--- src/rtl/fofd_pkg.sv ---
// Shared constants and types of the floating-point opcode and format decoder.
package fofd_pkg;

	////////////////////////////////////////////////////////////////////////
	// Instruction word fields.
	localparam int OPC_HI     = 31;
	localparam int OPC_LO     = 26;
	localparam int FMT_HI     = 25;
	localparam int FMT_LO     = 21;
	localparam int SEL_ROW_HI = 25;
	localparam int SEL_ROW_LO = 24;
	localparam int SEL_COL_HI = 23;
	localparam int SEL_COL_LO = 21;
	localparam int TF_BIT     = 16;
	localparam int SFMT_HI    = 2;
	localparam int SFMT_LO    = 0;

	////////////////////////////////////////////////////////////////////////
	// Main opcodes of the three coprocessor groups.
	localparam logic [5:0] OPC_FLOAT  = 6'h11;
	localparam logic [5:0] OPC_SECOND_COPROCESSOR_OPCODE   = 6'h12;
	localparam logic [5:0] OPC_FLOATX = 6'h13;

	////////////////////////////////////////////////////////////////////////
	// Format field values.
	localparam logic [4:0] FMT_XFER_LAST = 5'h0f;
	localparam logic [4:0] FMT_SINGLE    = 5'h10;
	localparam logic [4:0] FMT_DOUBLE    = 5'h11;
	localparam logic [4:0] FMT_WORD      = 5'h14;
	localparam logic [4:0] FMT_LONG      = 5'h15;
	localparam logic [4:0] FMT_PAIRED    = 5'h16;
	localparam logic [4:0] XFER_BAD_LO   = 5'h0c;
	localparam logic [4:0] XFER_BAD_HI   = 5'h0e;

	////////////////////////////////////////////////////////////////////////
	// Function field codes.
	localparam logic [5:0] FN_COND_MOVE = 6'h11;
	localparam logic [2:0] FN_ROW_ARITH = 3'h0;
	localparam logic [2:0] FN_ROW_RSVD  = 3'h5;
	localparam logic [2:0] FN_ROW_ILD   = 3'h0;
	localparam logic [2:0] FN_ROW_IST   = 3'h1;
	localparam logic [1:0] FN_CMP_TOP   = 2'h3;
	localparam logic [2:0] FN_WL_CVT    = 3'h4;
	localparam logic [1:0] C2_ROW_MOVE  = 2'h0;
	localparam logic [1:0] C2_ROW_BR    = 2'h1;
	localparam logic [2:0] C2_COL_RSVD  = 3'h4;

	////////////////////////////////////////////////////////////////////////
	// Decoded data formats; the codes equal the short format codes.
	typedef enum logic [2:0] {
		FMT_S    = 3'h0,
		FMT_D    = 3'h1,
		FMT_W    = 3'h4,
		FMT_L    = 3'h5,
		FMT_PS   = 3'h6,
		FMT_NONE = 3'h7
	} fofd_fmt_t;

	typedef enum logic [3:0] {
		CLS_NONE   = 4'h0,
		CLS_XFER   = 4'h1,
		CLS_ARITH  = 4'h2,
		CLS_CMOVE  = 4'h3,
		CLS_CMP    = 4'h4,
		CLS_OTHER  = 4'h5,
		CLS_ILOAD  = 4'h6,
		CLS_ISTORE = 4'h7,
		CLS_FMA    = 4'h8,
		CLS_C2MOVE = 4'h9,
		CLS_C2BR   = 4'ha,
		CLS_C2OP   = 4'hb
	} fofd_cls_t;

	typedef enum logic [2:0] {
		AR_ADD  = 3'h0,
		AR_SUB  = 3'h1,
		AR_MUL  = 3'h2,
		AR_DIV  = 3'h3,
		AR_SQRT = 3'h4,
		AR_ABS  = 3'h5,
		AR_MOV  = 3'h6,
		AR_NEG  = 3'h7
	} fofd_arith_t;

	typedef enum logic [1:0] {
		FMA_MADD  = 2'h0,
		FMA_MSUB  = 2'h1,
		FMA_NMADD = 2'h2,
		FMA_NMSUB = 2'h3
	} fofd_fma_t;

endpackage : fofd_pkg

--- src/rtl/fofd_fmt_if.sv ---
// Carrier between the main decoder and its format field decoder.
`timescale 1ns/1ps
`default_nettype none
interface fofd_fmt_if;
	logic [4:0]          long_code;
	logic [2:0]          short_code;
	logic                fp64_en;
	logic                is_xfer;
	logic                long_ok;
	fofd_pkg::fofd_fmt_t long_fmt;
	logic                short_ok;
	fofd_pkg::fofd_fmt_t short_fmt;

	modport dec (
		input  long_code,
		input  short_code,
		input  fp64_en,
		output is_xfer,
		output long_ok,
		output long_fmt,
		output short_ok,
		output short_fmt
	);
	modport use_side (
		output long_code,
		output short_code,
		output fp64_en,
		input  is_xfer,
		input  long_ok,
		input  long_fmt,
		input  short_ok,
		input  short_fmt
	);
endinterface : fofd_fmt_if
`default_nettype wire

--- src/rtl/fofd_fmt_dec.sv ---
// Combinational decode of the five-bit and three-bit format fields.
`timescale 1ns/1ps
`default_nettype none
module fofd_fmt_dec (
	fofd_fmt_if.dec f
);

	////////////////////////////////////////////////////////////////////////
	// Values up to the last transfer code carry no format at all.
	always_comb begin
		f.is_xfer = (f.long_code <= fofd_pkg::FMT_XFER_LAST);
	end

	// Codes 18, 19, 23 and 24 to 31 fall to the default as reserved.
	always_comb begin
		f.long_fmt = fofd_pkg::FMT_NONE;
		f.long_ok  = 1'b0;
		case (f.long_code)
			fofd_pkg::FMT_SINGLE: begin
				f.long_fmt = fofd_pkg::FMT_S;
				f.long_ok  = 1'b1;
			end
			fofd_pkg::FMT_DOUBLE: begin
				f.long_fmt = fofd_pkg::FMT_D;
				f.long_ok  = 1'b1;
			end
			fofd_pkg::FMT_WORD: begin
				f.long_fmt = fofd_pkg::FMT_W;
				f.long_ok  = 1'b1;
			end
			fofd_pkg::FMT_LONG: begin
				f.long_fmt = fofd_pkg::FMT_L;
				f.long_ok  = f.fp64_en;
			end
			fofd_pkg::FMT_PAIRED: begin
				f.long_fmt = fofd_pkg::FMT_PS;
				f.long_ok  = f.fp64_en;
			end
			default: begin
				f.long_fmt = fofd_pkg::FMT_NONE;
				f.long_ok  = 1'b0;
			end
		endcase
	end

	// The short codes equal the enum codes, so only legality is decided.
	always_comb begin
		f.short_fmt = fofd_pkg::FMT_NONE;
		f.short_ok  = 1'b0;
		case (f.short_code)
			3'h0, 3'h1, 3'h4: begin
				f.short_fmt = fofd_pkg::fofd_fmt_t'(f.short_code);
				f.short_ok  = 1'b1;
			end
			3'h5, 3'h6: begin
				f.short_fmt = fofd_pkg::fofd_fmt_t'(f.short_code);
				f.short_ok  = f.fp64_en;
			end
			default: begin
				f.short_fmt = fofd_pkg::FMT_NONE;
				f.short_ok  = 1'b0;
			end
		endcase
	end

endmodule : fofd_fmt_dec
`default_nettype wire

--- src/rtl/fofd_top.sv ---
// Registered decoder for the floating-point and second coprocessor opcodes.
//
// Overview of operation
// - Format of a float instruction comes from bits 25..21.
// - Format of an extended float instruction comes from bits 2..0.
// - Format values 0 to 15 mean transfer or control, not a format.
// - Formats 16,17,20,21,22 and short codes 0,1,4,5,6 are S,D,W,L,PS.
// - Format values 18,19,23 and short codes 2,3,7 are reserved.
// - Format values 24 to 31 are reserved.
// - Long and paired-single formats are legal only with 64-bit float on.
// - Conditional move: bit 16 low moves if false, high moves if true.
// - Function codes 0 to 7 are add,sub,mul,div,sqrt,abs,mov,neg.
// - Function upper bits 110 or 111 are compares; low bits the condition.
// - Extended rows 0,1 are indexed load,store; rows 4 to 7 fused ops.
// - Second coprocessor: row 0 moves, row 1 branch, rows 2,3 own ops.
`timescale 1ns/1ps
`default_nettype none
module fofd_top (
	// Clock and reset.
	input  wire logic                 core_clk,
	input  wire logic                 sys_rst,
	// Instruction from the decode stage.
	input  wire logic                 in_valid,
	input  wire logic [31:0]          in_instr,
	input  wire logic                 fp64_en,
	// Decode result, one cycle later.
	output var  logic                 dec_valid,
	output var  logic                 dec_invalid,
	output var  fofd_pkg::fofd_cls_t   dec_class,
	output var  fofd_pkg::fofd_fmt_t   dec_fmt,
	output var  fofd_pkg::fofd_arith_t dec_arith,
	output var  fofd_pkg::fofd_fma_t   dec_fma,
	output var  logic [2:0]           dec_cond,
	output var  logic                 dec_cond_sig,
	output var  logic                 true_false_select
);

	////////////////////////////////////////////////////////////////////////
	// Field slices and the format decoder.
	logic [5:0] opc;
	logic [5:0] funct;
	logic [4:0] fcode;
	logic [1:0] sel_row;
	logic [2:0] sel_col;
	logic       wl_fmt;

	fofd_fmt_if fi ();

	assign opc     = in_instr[fofd_pkg::OPC_HI:fofd_pkg::OPC_LO];
	assign funct   = in_instr[5:0];
	assign fcode   = in_instr[fofd_pkg::FMT_HI:fofd_pkg::FMT_LO];
	assign sel_row = in_instr[fofd_pkg::SEL_ROW_HI:fofd_pkg::SEL_ROW_LO];
	assign sel_col = in_instr[fofd_pkg::SEL_COL_HI:fofd_pkg::SEL_COL_LO];

	assign fi.long_code  = fcode;
	assign fi.short_code = in_instr[fofd_pkg::SFMT_HI:fofd_pkg::SFMT_LO];
	assign fi.fp64_en    = fp64_en;

	fofd_fmt_dec u_fmt (
		.f (fi)
	);

	assign wl_fmt = (fi.long_fmt == fofd_pkg::FMT_W) ||
			(fi.long_fmt == fofd_pkg::FMT_L);

	////////////////////////////////////////////////////////////////////////
	// Next-state decode.
	fofd_pkg::fofd_cls_t   cls_d;
	fofd_pkg::fofd_fmt_t   fmt_d;
	fofd_pkg::fofd_arith_t arith_d;
	fofd_pkg::fofd_fma_t   fma_d;
	logic [2:0]            cond_d;
	logic                  sig_d;
	logic                  tf_d;
	logic                  inval_d;

	always_comb begin
		cls_d   = fofd_pkg::CLS_NONE;
		fmt_d   = fofd_pkg::FMT_NONE;
		arith_d = fofd_pkg::AR_ADD;
		fma_d   = fofd_pkg::FMA_MADD;
		cond_d  = 3'h0;
		sig_d   = 1'b0;
		tf_d    = 1'b0;
		inval_d = 1'b0;
		case (opc)
			fofd_pkg::OPC_FLOAT: begin
				if (fi.is_xfer) begin
					cls_d   = fofd_pkg::CLS_XFER;
					inval_d = (fcode >= fofd_pkg::XFER_BAD_LO) &&
						(fcode <= fofd_pkg::XFER_BAD_HI);
				end else if (!fi.long_ok) begin
					inval_d = 1'b1;
				end else begin
					fmt_d = fi.long_fmt;
					if (funct[5:4] == fofd_pkg::FN_CMP_TOP) begin
						cls_d   = fofd_pkg::CLS_CMP;
						cond_d  = funct[2:0];
						sig_d   = funct[3];
						inval_d = wl_fmt;
					end else if (funct == fofd_pkg::FN_COND_MOVE) begin
						cls_d   = fofd_pkg::CLS_CMOVE;
						tf_d    = in_instr[fofd_pkg::TF_BIT];
						inval_d = wl_fmt;
					end else if (funct[5:3] == fofd_pkg::FN_ROW_ARITH) begin
						cls_d   = fofd_pkg::CLS_ARITH;
						arith_d = fofd_pkg::fofd_arith_t'(funct[2:0]);
						// Paired single has no divide or square root.
						inval_d = wl_fmt ||
							((fi.long_fmt == fofd_pkg::FMT_PS) &&
							((funct[2:0] == 3'h3) ||
							(funct[2:0] == 3'h4)));
					end else if (funct[5:3] == fofd_pkg::FN_ROW_RSVD) begin
						inval_d = 1'b1;
					end else begin
						cls_d   = fofd_pkg::CLS_OTHER;
						inval_d = wl_fmt &&
							(funct[5:3] != fofd_pkg::FN_WL_CVT);
					end
				end
			end
			fofd_pkg::OPC_FLOATX: begin
				unique case (funct[5:3])
					fofd_pkg::FN_ROW_ILD: begin
						cls_d = fofd_pkg::CLS_ILOAD;
					end
					fofd_pkg::FN_ROW_IST: begin
						cls_d = fofd_pkg::CLS_ISTORE;
					end
					3'h4, 3'h5, 3'h6, 3'h7: begin
						cls_d   = fofd_pkg::CLS_FMA;
						fma_d   = fofd_pkg::fofd_fma_t'(funct[4:3]);
						fmt_d   = fi.short_fmt;
						inval_d = !fi.short_ok;
					end
					3'h2, 3'h3: begin
						inval_d = 1'b1;
					end
				endcase
			end
			fofd_pkg::OPC_SECOND_COPROCESSOR_OPCODE: begin
				unique case (sel_row)
					fofd_pkg::C2_ROW_MOVE: begin
						cls_d   = fofd_pkg::CLS_C2MOVE;
						inval_d = (sel_col == fofd_pkg::C2_COL_RSVD);
					end
					fofd_pkg::C2_ROW_BR: begin
						cls_d   = fofd_pkg::CLS_C2BR;
						inval_d = (sel_col != 3'h0);
					end
					2'h2, 2'h3: begin
						cls_d = fofd_pkg::CLS_C2OP;
					end
				endcase
			end
			default: begin
				cls_d = fofd_pkg::CLS_NONE;
			end
		endcase
	end

	////////////////////////////////////////////////////////////////////////
	// Result registers; a word not marked valid clears valid, class, format and invalid, while the other result fields hold.
	always_ff @(posedge core_clk or posedge sys_rst) begin
		if (sys_rst) begin
			dec_valid <= 1'b0;
		end else begin
			dec_valid <= in_valid;
		end
	end

	always_ff @(posedge core_clk or posedge sys_rst) begin
		if (sys_rst) begin
			dec_invalid <= 1'b0;
			dec_class   <= fofd_pkg::CLS_NONE;
			dec_fmt     <= fofd_pkg::FMT_NONE;
		end else begin
			dec_invalid <= in_valid && inval_d;
			dec_class   <= in_valid ? cls_d : fofd_pkg::CLS_NONE;
			dec_fmt     <= in_valid ? fmt_d : fofd_pkg::FMT_NONE;
		end
	end

	always_ff @(posedge core_clk or posedge sys_rst) begin
		if (sys_rst) begin
			dec_arith         <= fofd_pkg::AR_ADD;
			dec_fma           <= fofd_pkg::FMA_MADD;
			dec_cond          <= 3'h0;
			dec_cond_sig      <= 1'b0;
			true_false_select <= 1'b0;
		end else if (in_valid) begin
			dec_arith         <= arith_d;
			dec_fma           <= fma_d;
			dec_cond          <= cond_d;
			dec_cond_sig      <= sig_d;
			true_false_select <= tf_d;
		end
	end

	////////////////////////////////////////////////////////////////////////
	// Checks on the registered result against the word that caused it.
	long_fmt_a : assert property (
		@(posedge core_clk) disable iff (sys_rst)
		in_valid && opc == fofd_pkg::OPC_FLOAT &&
		fcode == fofd_pkg::FMT_DOUBLE && funct == 6'h00
		|=> dec_fmt == fofd_pkg::FMT_D && !dec_invalid)
		else $error("double format not decoded");

	short_fmt_a : assert property (
		@(posedge core_clk) disable iff (sys_rst)
		in_valid && opc == fofd_pkg::OPC_FLOATX && funct[5] &&
		funct[2:0] == 3'h4
		|=> dec_fmt == fofd_pkg::FMT_W && dec_class == fofd_pkg::CLS_FMA)
		else $error("short format not decoded");

	xfer_class_a : assert property (
		@(posedge core_clk) disable iff (sys_rst)
		in_valid && opc == fofd_pkg::OPC_FLOAT && fcode < 5'h10
		|=> dec_class == fofd_pkg::CLS_XFER &&
		dec_fmt == fofd_pkg::FMT_NONE)
		else $error("transfer range given a format");

	rsvd_fmt_a : assert property (
		@(posedge core_clk) disable iff (sys_rst)
		in_valid && opc == fofd_pkg::OPC_FLOAT &&
		(fcode == 5'h12 || fcode == 5'h13 || fcode >= 5'h17)
		|=> dec_invalid)
		else $error("reserved format accepted");

	fp64_gate_a : assert property (
		@(posedge core_clk) disable iff (sys_rst)
		in_valid && !fp64_en && opc == fofd_pkg::OPC_FLOAT &&
		(fcode == 5'h15 || fcode == 5'h16)
		|=> dec_invalid && dec_class == fofd_pkg::CLS_NONE)
		else $error("64-bit format accepted while disabled");

	tf_select_a : assert property (
		@(posedge core_clk) disable iff (sys_rst)
		in_valid && opc == fofd_pkg::OPC_FLOAT && funct == 6'h11 &&
		fcode == 5'h10
		|=> dec_class == fofd_pkg::CLS_CMOVE &&
		true_false_select == $past(in_instr[16]))
		else $error("true or false select wrong");

	arith_map_a : assert property (
		@(posedge core_clk) disable iff (sys_rst)
		in_valid && opc == fofd_pkg::OPC_FLOAT &&
		fcode == 5'h11 && funct[5:3] == 3'h0
		|=> dec_class == fofd_pkg::CLS_ARITH &&
		dec_arith == $past(funct[2:0]))
		else $error("arithmetic map wrong");

	cmp_cond_a : assert property (
		@(posedge core_clk) disable iff (sys_rst)
		in_valid && opc == fofd_pkg::OPC_FLOAT &&
		fcode == 5'h10 && funct[5:4] == 2'h3
		|=> dec_class == fofd_pkg::CLS_CMP &&
		dec_cond == $past(funct[2:0]))
		else $error("compare condition wrong");

	fma_map_a : assert property (
		@(posedge core_clk) disable iff (sys_rst)
		in_valid && opc == fofd_pkg::OPC_FLOATX && funct[5] &&
		funct[2:0] == 3'h0
		|=> dec_class == fofd_pkg::CLS_FMA && !dec_invalid &&
		dec_fma == $past(funct[4:3]))
		else $error("fused operation map wrong");

	second_coprocessor_opcode_row_a : assert property (
		@(posedge core_clk) disable iff (sys_rst)
		in_valid && opc == fofd_pkg::OPC_SECOND_COPROCESSOR_OPCODE && sel_row[1]
		|=> dec_class == fofd_pkg::CLS_C2OP && !dec_invalid)
		else $error("second coprocessor row wrong");

	rsvd_row_a : assert property (
		@(posedge core_clk) disable iff (sys_rst)
		in_valid && opc == fofd_pkg::OPC_FLOAT && !fi.is_xfer &&
		funct[5:3] == 3'h5
		|=> dec_invalid)
		else $error("reserved function row accepted");

endmodule : fofd_top
`default_nettype wire

--- config.mk ---
export PLATFORM = sky130hd
export DESIGN_NAME = fofd_top
export DESIGN_NICKNAME = d
export VERILOG_FILES = /design/src/rtl/fofd_pkg.sv /design/src/rtl/fofd_fmt_if.sv /design/src/rtl/fofd_fmt_dec.sv /design/src/rtl/fofd_top.sv
export SDC_FILE = /design/constraint.sdc
export NUM_CORES = 1
export LEC_CHECK = 0
export ABC_AREA = 0
export BUFFER_PORTS_ARGS = -buffer_cell sky130_fd_sc_hd__buf_2
export CELL_PAD_IN_SITES_DETAIL_PLACEMENT = 1
export CELL_PAD_IN_SITES_GLOBAL_PLACEMENT = 1
export CORE_ASPECT_RATIO = 1.1
export CORE_MARGIN = 2
export CORE_UTILIZATION = 30
export CTS_BUF_LIST = sky130_fd_sc_hd__clkbuf_2 sky130_fd_sc_hd__clkbuf_4 sky130_fd_sc_hd__clkbuf_8
export DETAILED_ROUTE_END_ITERATION = 12
export HOLD_SLACK_MARGIN = 0.02
export PLACE_DENSITY = 0.8
export REMOVE_ABC_BUFFERS = 1
export SYNTH_ARGS = -nofsm -noshare
export SYNTH_HDL_FRONTEND = slang
export SYNTH_SLANG_ARGS = --single-unit
export TNS_END_PERCENT = 20
--- constraint.sdc ---
create_clock -name core_clk -period 0.8 [get_ports core_clk]
set_input_delay 0 -clock core_clk [delete_from_list [all_inputs] [get_ports core_clk]]
set_output_delay 0 -clock core_clk [all_outputs]
set_load 0.005 [all_outputs]
Word level (Yosys, flattened, before mapping):

Index checks and enable logic that the tools add are counted.

* bits in registers: 19
* latch bits: 0
* memory bits (writable): 0
* bits in read-only memories: 0
* bits of input ports: 36
* output and inout bits: 19
* logic and storage cells: 111
* memories: 0

* $add $sub $neg: 0
* multipliers: 0
* div/mod/pow operators: 0
* $lt $le $gt $ge: 3
* equality and inequality tests: 30
* shifts and indexed selects: 0
* muxes and demuxes: 49
* bitwise gates (word level): 0
* reduce and logical (&&, ||, !) cells: 20

Operators with widths (number)
* $mux W3: 21
* $pmux W4 S3: 3
* $eq A3 B3 Y1 const B: 11
* $eq A5 B5 Y1 const B: 5
* $eq A6 B5 Y1 const B: 4
* $mux W1: 15
* $pmux W3 S5: 1
* $le A5 B4 Y1 const B: 2
* $eq A3 B2 Y1 const B: 3
* $pmux W1 S2: 4
* $reduce_or A2 Y1: 4
* $eq A2 B2 Y1 const B: 3
* $eq A3 B1 Y1 const B: 2
* $logic_not A3 Y1: 2
* $pmux W3 S2: 1
* $reduce_or A3 Y1: 2
* $ge A5 B4 Y1 const B: 1
* $reduce_or A5 Y1: 1
* $logic_and A1 B1 Y1: 4
* $mux W2: 2
* $mux W4: 1
* $reduce_or A4 Y1: 1
* $logic_or A1 B1 Y1: 3
* $ne A3 B3 Y1 const B: 1
* other kinds (5): 5

Depth between registers and ports, before layout:

* depth after elaboration: 13
* mapped depth: 6
* gate-level depth less buffers: 5

Hierarchy:

A second synthesis with hierarchy kept.

* cell total of the unflattened synthesis: 119
* area total of the unflattened synthesis: 1149.9 um^2

By module, submodules not included
* fofd_top: instances 1, cells an instance 102, area each 1043.5 um^2, seq. area each 479.2 um^2
* fofd_fmt_dec: instances 1, cells an instance 17, area each 106.4 um^2, seq. area each 0.0 um^2

Worst setup path after synthesis:

No wires, ideal clock.

* path type: input -> register
* from: input port in_instr[22]
* to: register dec_arith[2]
* library setup time: 0.121 ns
* arrival: 1.056 ns
* slack: -0.377 ns
* cell stages on the path: 5
* buffers on the path: 1
* path through: clkbuf_2 > a21boi_1 > o32a_2 > and4b_2 > a22o_1

* longest elaborated chain between the ends: 6

RTL lines
* from (decl): RTL line fofd_top.sv:24 `input wire logic [31:0] in_instr,`
* $eq A5 B5 Y1: RTL line fofd_fmt_dec.sv:18 `case (f.long_code)`
* $reduce_or A3 Y1 (no line) or $reduce_or A2 Y1 (tied branches)
* $pmux W1 S2: RTL line fofd_fmt_dec.sv:18
* $mux W3: RTL line fofd_top.sv:92 `end else if (!fi.long_ok) begin`
* $mux W3 *: RTL line fofd_top.sv:88 `if (fi.is_xfer) begin`
* $mux W3 *: RTL line fofd_top.sv:86 `case (opc)`
* to (signal assigned): RTL line fofd_top.sv:186 `dec_arith <= fofd_pkg::AR_ADD;`
* to (signal assigned): RTL line fofd_top.sv:192 `dec_arith <= arith_d;`
* to (decl): RTL line fofd_top.sv:31 `output var fofd_pkg::fofd_arith_t dec_arith,`

Every way passes the cells marked *; elsewhere a longest branch is shown, timed or not.
A chain may end at the register's enable or synchronous reset.

Worst setup path after layout:

* from: input port in_instr[28]
* to: register dec_invalid

* longest elaborated chain between the ends: 3

RTL lines
* $eq A6 B5 Y1: RTL line fofd_top.sv:86
* $pmux W1 S3 *: RTL line fofd_top.sv:86
* $logic_and A1 B1 Y1 *: RTL line fofd_top.sv:178 `dec_invalid <= in_valid && inval_d;`
* to (signal assigned): RTL line fofd_top.sv:178
* to (decl): RTL line fofd_top.sv:28 `output var logic dec_invalid,`

Marks and branches as above.

==> results.tsv <==
stage	metric	value	unit
timing	Fmax	957	MHz
timing	RSZ-0062 raised after global routing	true	
grt	GRT overflow	0	
yosys	Yosys Warn Count	0	
yosys	area leader, netlist	dfrtp_1	
grt	vias in the first global route	1299	
setup_path	slowest stage cell, crit path	nor4_2	
worst_hold_path	Worst Hold Class	input port to register	
floorplanning	DIE HEIGHT	67.9	µm
place	GP Congestion	0.926	
cts	H-tree levels	1	
timing	PnR worst setup slack	-0.245	ns
finish	Final nets	225	
yosys	Unique masters post-synth	44	
detailed_routing	Initial DRC Count	29	
grt	antenna violations before repair	0	
detailed_routing	vias per inst	5.07	
cts	clk buf depth	2	
yosys	syn_area_per_cell	9.61	µm²
floorplanning	I/O pins	55	
cts	Worst-path clk slew	0.07	ns
finish	layout cells sized above 1	0.564	
power_and_ir_drop	maximum vdd ir drop	569	µV
finish	Diodes inserted	0	
flow_run	max_cap viols	0	
timing	WHS	0.0563	ns
run_status	outcome	finished, violations left	
yosys	sequential area share after synthesis	0.430	
place	DP HPWL	3000	µm
timing	Final Skew	0	ns
grt	Total GRT Usage	0.198	
yosys	most instantiated cells after synthesis	16 x dfrtp_1, 8 x nand3_1, 8 x nor2_1	
place	port bufs	40	
timing	Final Critical Period	1.05	ns
finish	area growth from synthesis to layout	59.3	%
timing	final period utilization	1.31	
setup_path	crit path from	in_instr[28]	
setup_path	critical path type	input port to register	
timing	Final Max Slew Viols	0	
floorplanning	die footprint	0.00422	mm²
yosys	top post-synthesis cells by area	dfrtp_1 36%, dfstp_2 7.1%, a22o_1 5.5%, nand3_1 3.6%, nor3_1 3.1%	
timing	Fin. Hold Viols	0	
cts	Clock Sinks	19	
grt	first-pass GRT wire length	6600	µm
cts	root buffer cell	clkbuf_8	
setup_path	RR Endpoint	dec_cond_sig$_DFFE_PP0P_	
setup_path	CP cell instances	buf_6 -> nor4b_4 -> buf_4 -> nand2_4 -> nor4_2 -> o21ai_1 -> o211ai_1	
detailed_routing	DRC Markers	0	
run_status	failing checks	setup timing	
floorplanning	Std-Cell Rows	23	
setup_path	r2r startpoint	dec_cond_sig$_DFFE_PP0P_	
yosys	Seq cells post-synth	19	
timing	Setup violations, final	21	
grt	largest net degree at the start of global routing	20	
power_and_ir_drop	Pwr per Cell Area	1180	mW/mm²
yosys	Synth top area share	0.359	
setup_path	worst path required time	0.95	ns
yosys	fraction of registers with async set/reset	1.00	
power_and_ir_drop	leakage	0.839	nW
detailed_routing	Pre-antenna DRT Iters	4	
floorplanning	total core area	0.00360	mm²
cts	Clock Latency Late Sink	0.25	ns
finish	final core occ	0.494	
cts	CTS tree	built	
setup_path	Setup crit end kind	register	
yosys	most common cell in the netlist	dfrtp_1	
detailed_routing	Routed Antenna Nets	0	
setup_path	Arr. time, crit path	1.20	ns
setup_path	Crit Path Max Fanout	5	
yosys	Mapped Cells	116	
floorplanning	Die Wd	62.1	µm
setup_path	worst setup path endpoint	dec_invalid$_DFF_PP0_	
detailed_routing	WL final	3830	µm
yosys	Post-synth EDFFs	0	
yosys	ys flop type	dfrtp_1	
setup_path	R2R cell count	1	
setup_path	r2r setup slk	0.07	ns
timing	Worst Tran Pin Value	0.321	ns
timing	Max-Slew Margin vs Limit	0.784	
yosys	post-synthesis cell area	0.00111	mm²
floorplanning	Starting Density	0.310	
setup_path	startpoint types	input port	
cts	TritonCTS Buffers	3	
detailed_routing	detailed-route wire length per cell	16.1	µm
setup_path	slowest cell delay on critical path	0.31	ns
detailed_routing	vias	1206	
-- how the worst min path moves through the flow --
stage | slack (ns) | start | end | cells after the start
2_1_floorplan | -0.05 | sys_rst | dec_arith[0]$_DFFE_PP0P_ | 1
3_3_place_gp | 0.02 | sys_rst | dec_valid$_DFF_PP0_ | 3
3_5_place_dp | 0.05 | sys_rst | true_false_select$_DFFE_PP0P_ | 3
4_1_cts | 0.05 | in_instr[16] | true_false_select$_DFFE_PP0P_ | 3
5_1_grt | 0.08 | in_valid | dec_valid$_DFF_PP0_ | 2
6_report | 0.06 | in_instr[16] | true_false_select$_DFFE_PP0P_ | 3
-- timing repair --
item | 4_1_cts | 5_1_grt
pin swaps | 18 | 2
cloned | 0 | 0
hold buffers | 1 | 0
setup buffers | 1 | 2
endpoints found under the setup margin | 21 | 22
endpoints found under the hold margin | 16 | 0
gates resized for setup | 19 | 7
-- report_power, final --
group,switching [W],total [W],leakage [nW],internal (W)
sequential,0.00000108,0.000966,0.253,0.000965
combinational,0.000236,0.000448,0.560,0.000212
clock,0.000289,0.000676,0.0262,0.000387
-- kinds of logic (layout without fill, tap and decap cells) --
family / Yosys count / after routing / synth area share
mux: 1 / 1 / 0.00898
buf+inv: 12 / 84 / 0.0426
xor+xnor: 1 / 1 / 0.00786
compound gates: 34 / 34 / 0.230
flops: 19 / 19 / 0.430
simple gates: 49 / 49 / 0.281
-- cell type report --
| type | count | area (µm²) |
|---|---|---|
| flip-flops and latches | 19 | 479 |
| clock buffers | 4 | 48.8 |
| multi-input cells | 85 | 672 |
| repair buffers | 75 | 494 |
| inverters | 5 | 18.8 |
| fillers | 429 | 1820 |
| well taps | 50 | 62.6 |
-- sequential cells by signal, summed over array words and instances, names as in the netlist --
name               flops
dec_class              4
dec_arith              3
dec_cond               3
dec_fmt                3
dec_fma                2
dec_cond_sig           1
dec_invalid            1
dec_valid              1
true_false_select      1
-- cells in the final DEF (no fill, tap or decap), types with 2 or more instances in the layout --
master / count
o21ai_1: 4
dfstp_2: 3
nand2_1: 7
a21oi_2: 2
a21oi_1: 2
buf_4: 33
dfrtp_1: 16
clkbuf_8: 3
a31oi_1: 2
nor2_1: 7
nand3b_1: 2
a211oi_1: 3
o211ai_1: 2
nor3_2: 2
nand3_1: 6
buf_2: 36
inv_1: 5
nand2b_1: 2
o2bb2ai_2: 2
nor3_1: 5
buf_6: 5
a22o_1: 7
-- through the flow --
step / power [W] / setup WS (ns) / instance area (µm²) / std cells / setup TNS [ns]
floorplan: 0.00112 / -0.363 / 1090 / 109 / -3.87
global placement: 0.00137 / -0.537 / 1580 / 230 / -7.92
detailed placement: 0.00139 / -0.593 / 1580 / 230 / -8.81
CTS: 0.00210 / -0.258 / 1730 / 236 / -2.97
global route: 0.00218 / -0.332 / 1780 / 238 / -3.90
finish: 0.00209 / -0.245 / 1780 / 238 / -2.82
-- critical path, delay by kind of cell --
kind | cells | cell delay, ns
and+or+nand+nor | 3 | 0.67
buffers and inverters | 2 | 0.27
AOI/OAI and AO/OA | 2 | 0.26
-- layer usage --
| metal | global-route usage | vias to the layer above | part of all wire |
|---|---|---|---|
| li1 | - | 574 | - |
| met1 | 0.219 | 592 | 0.40 |
| met2 | 0.405 | 36 | 0.55 |
| met3 | 0.0181 | 4 | 0.035 |
| met4 | 0.0639 | 0 | 0.016 |
| met5 | 0 | - | 0 |
Note: power is estimated with default switching activity, not from simulation.
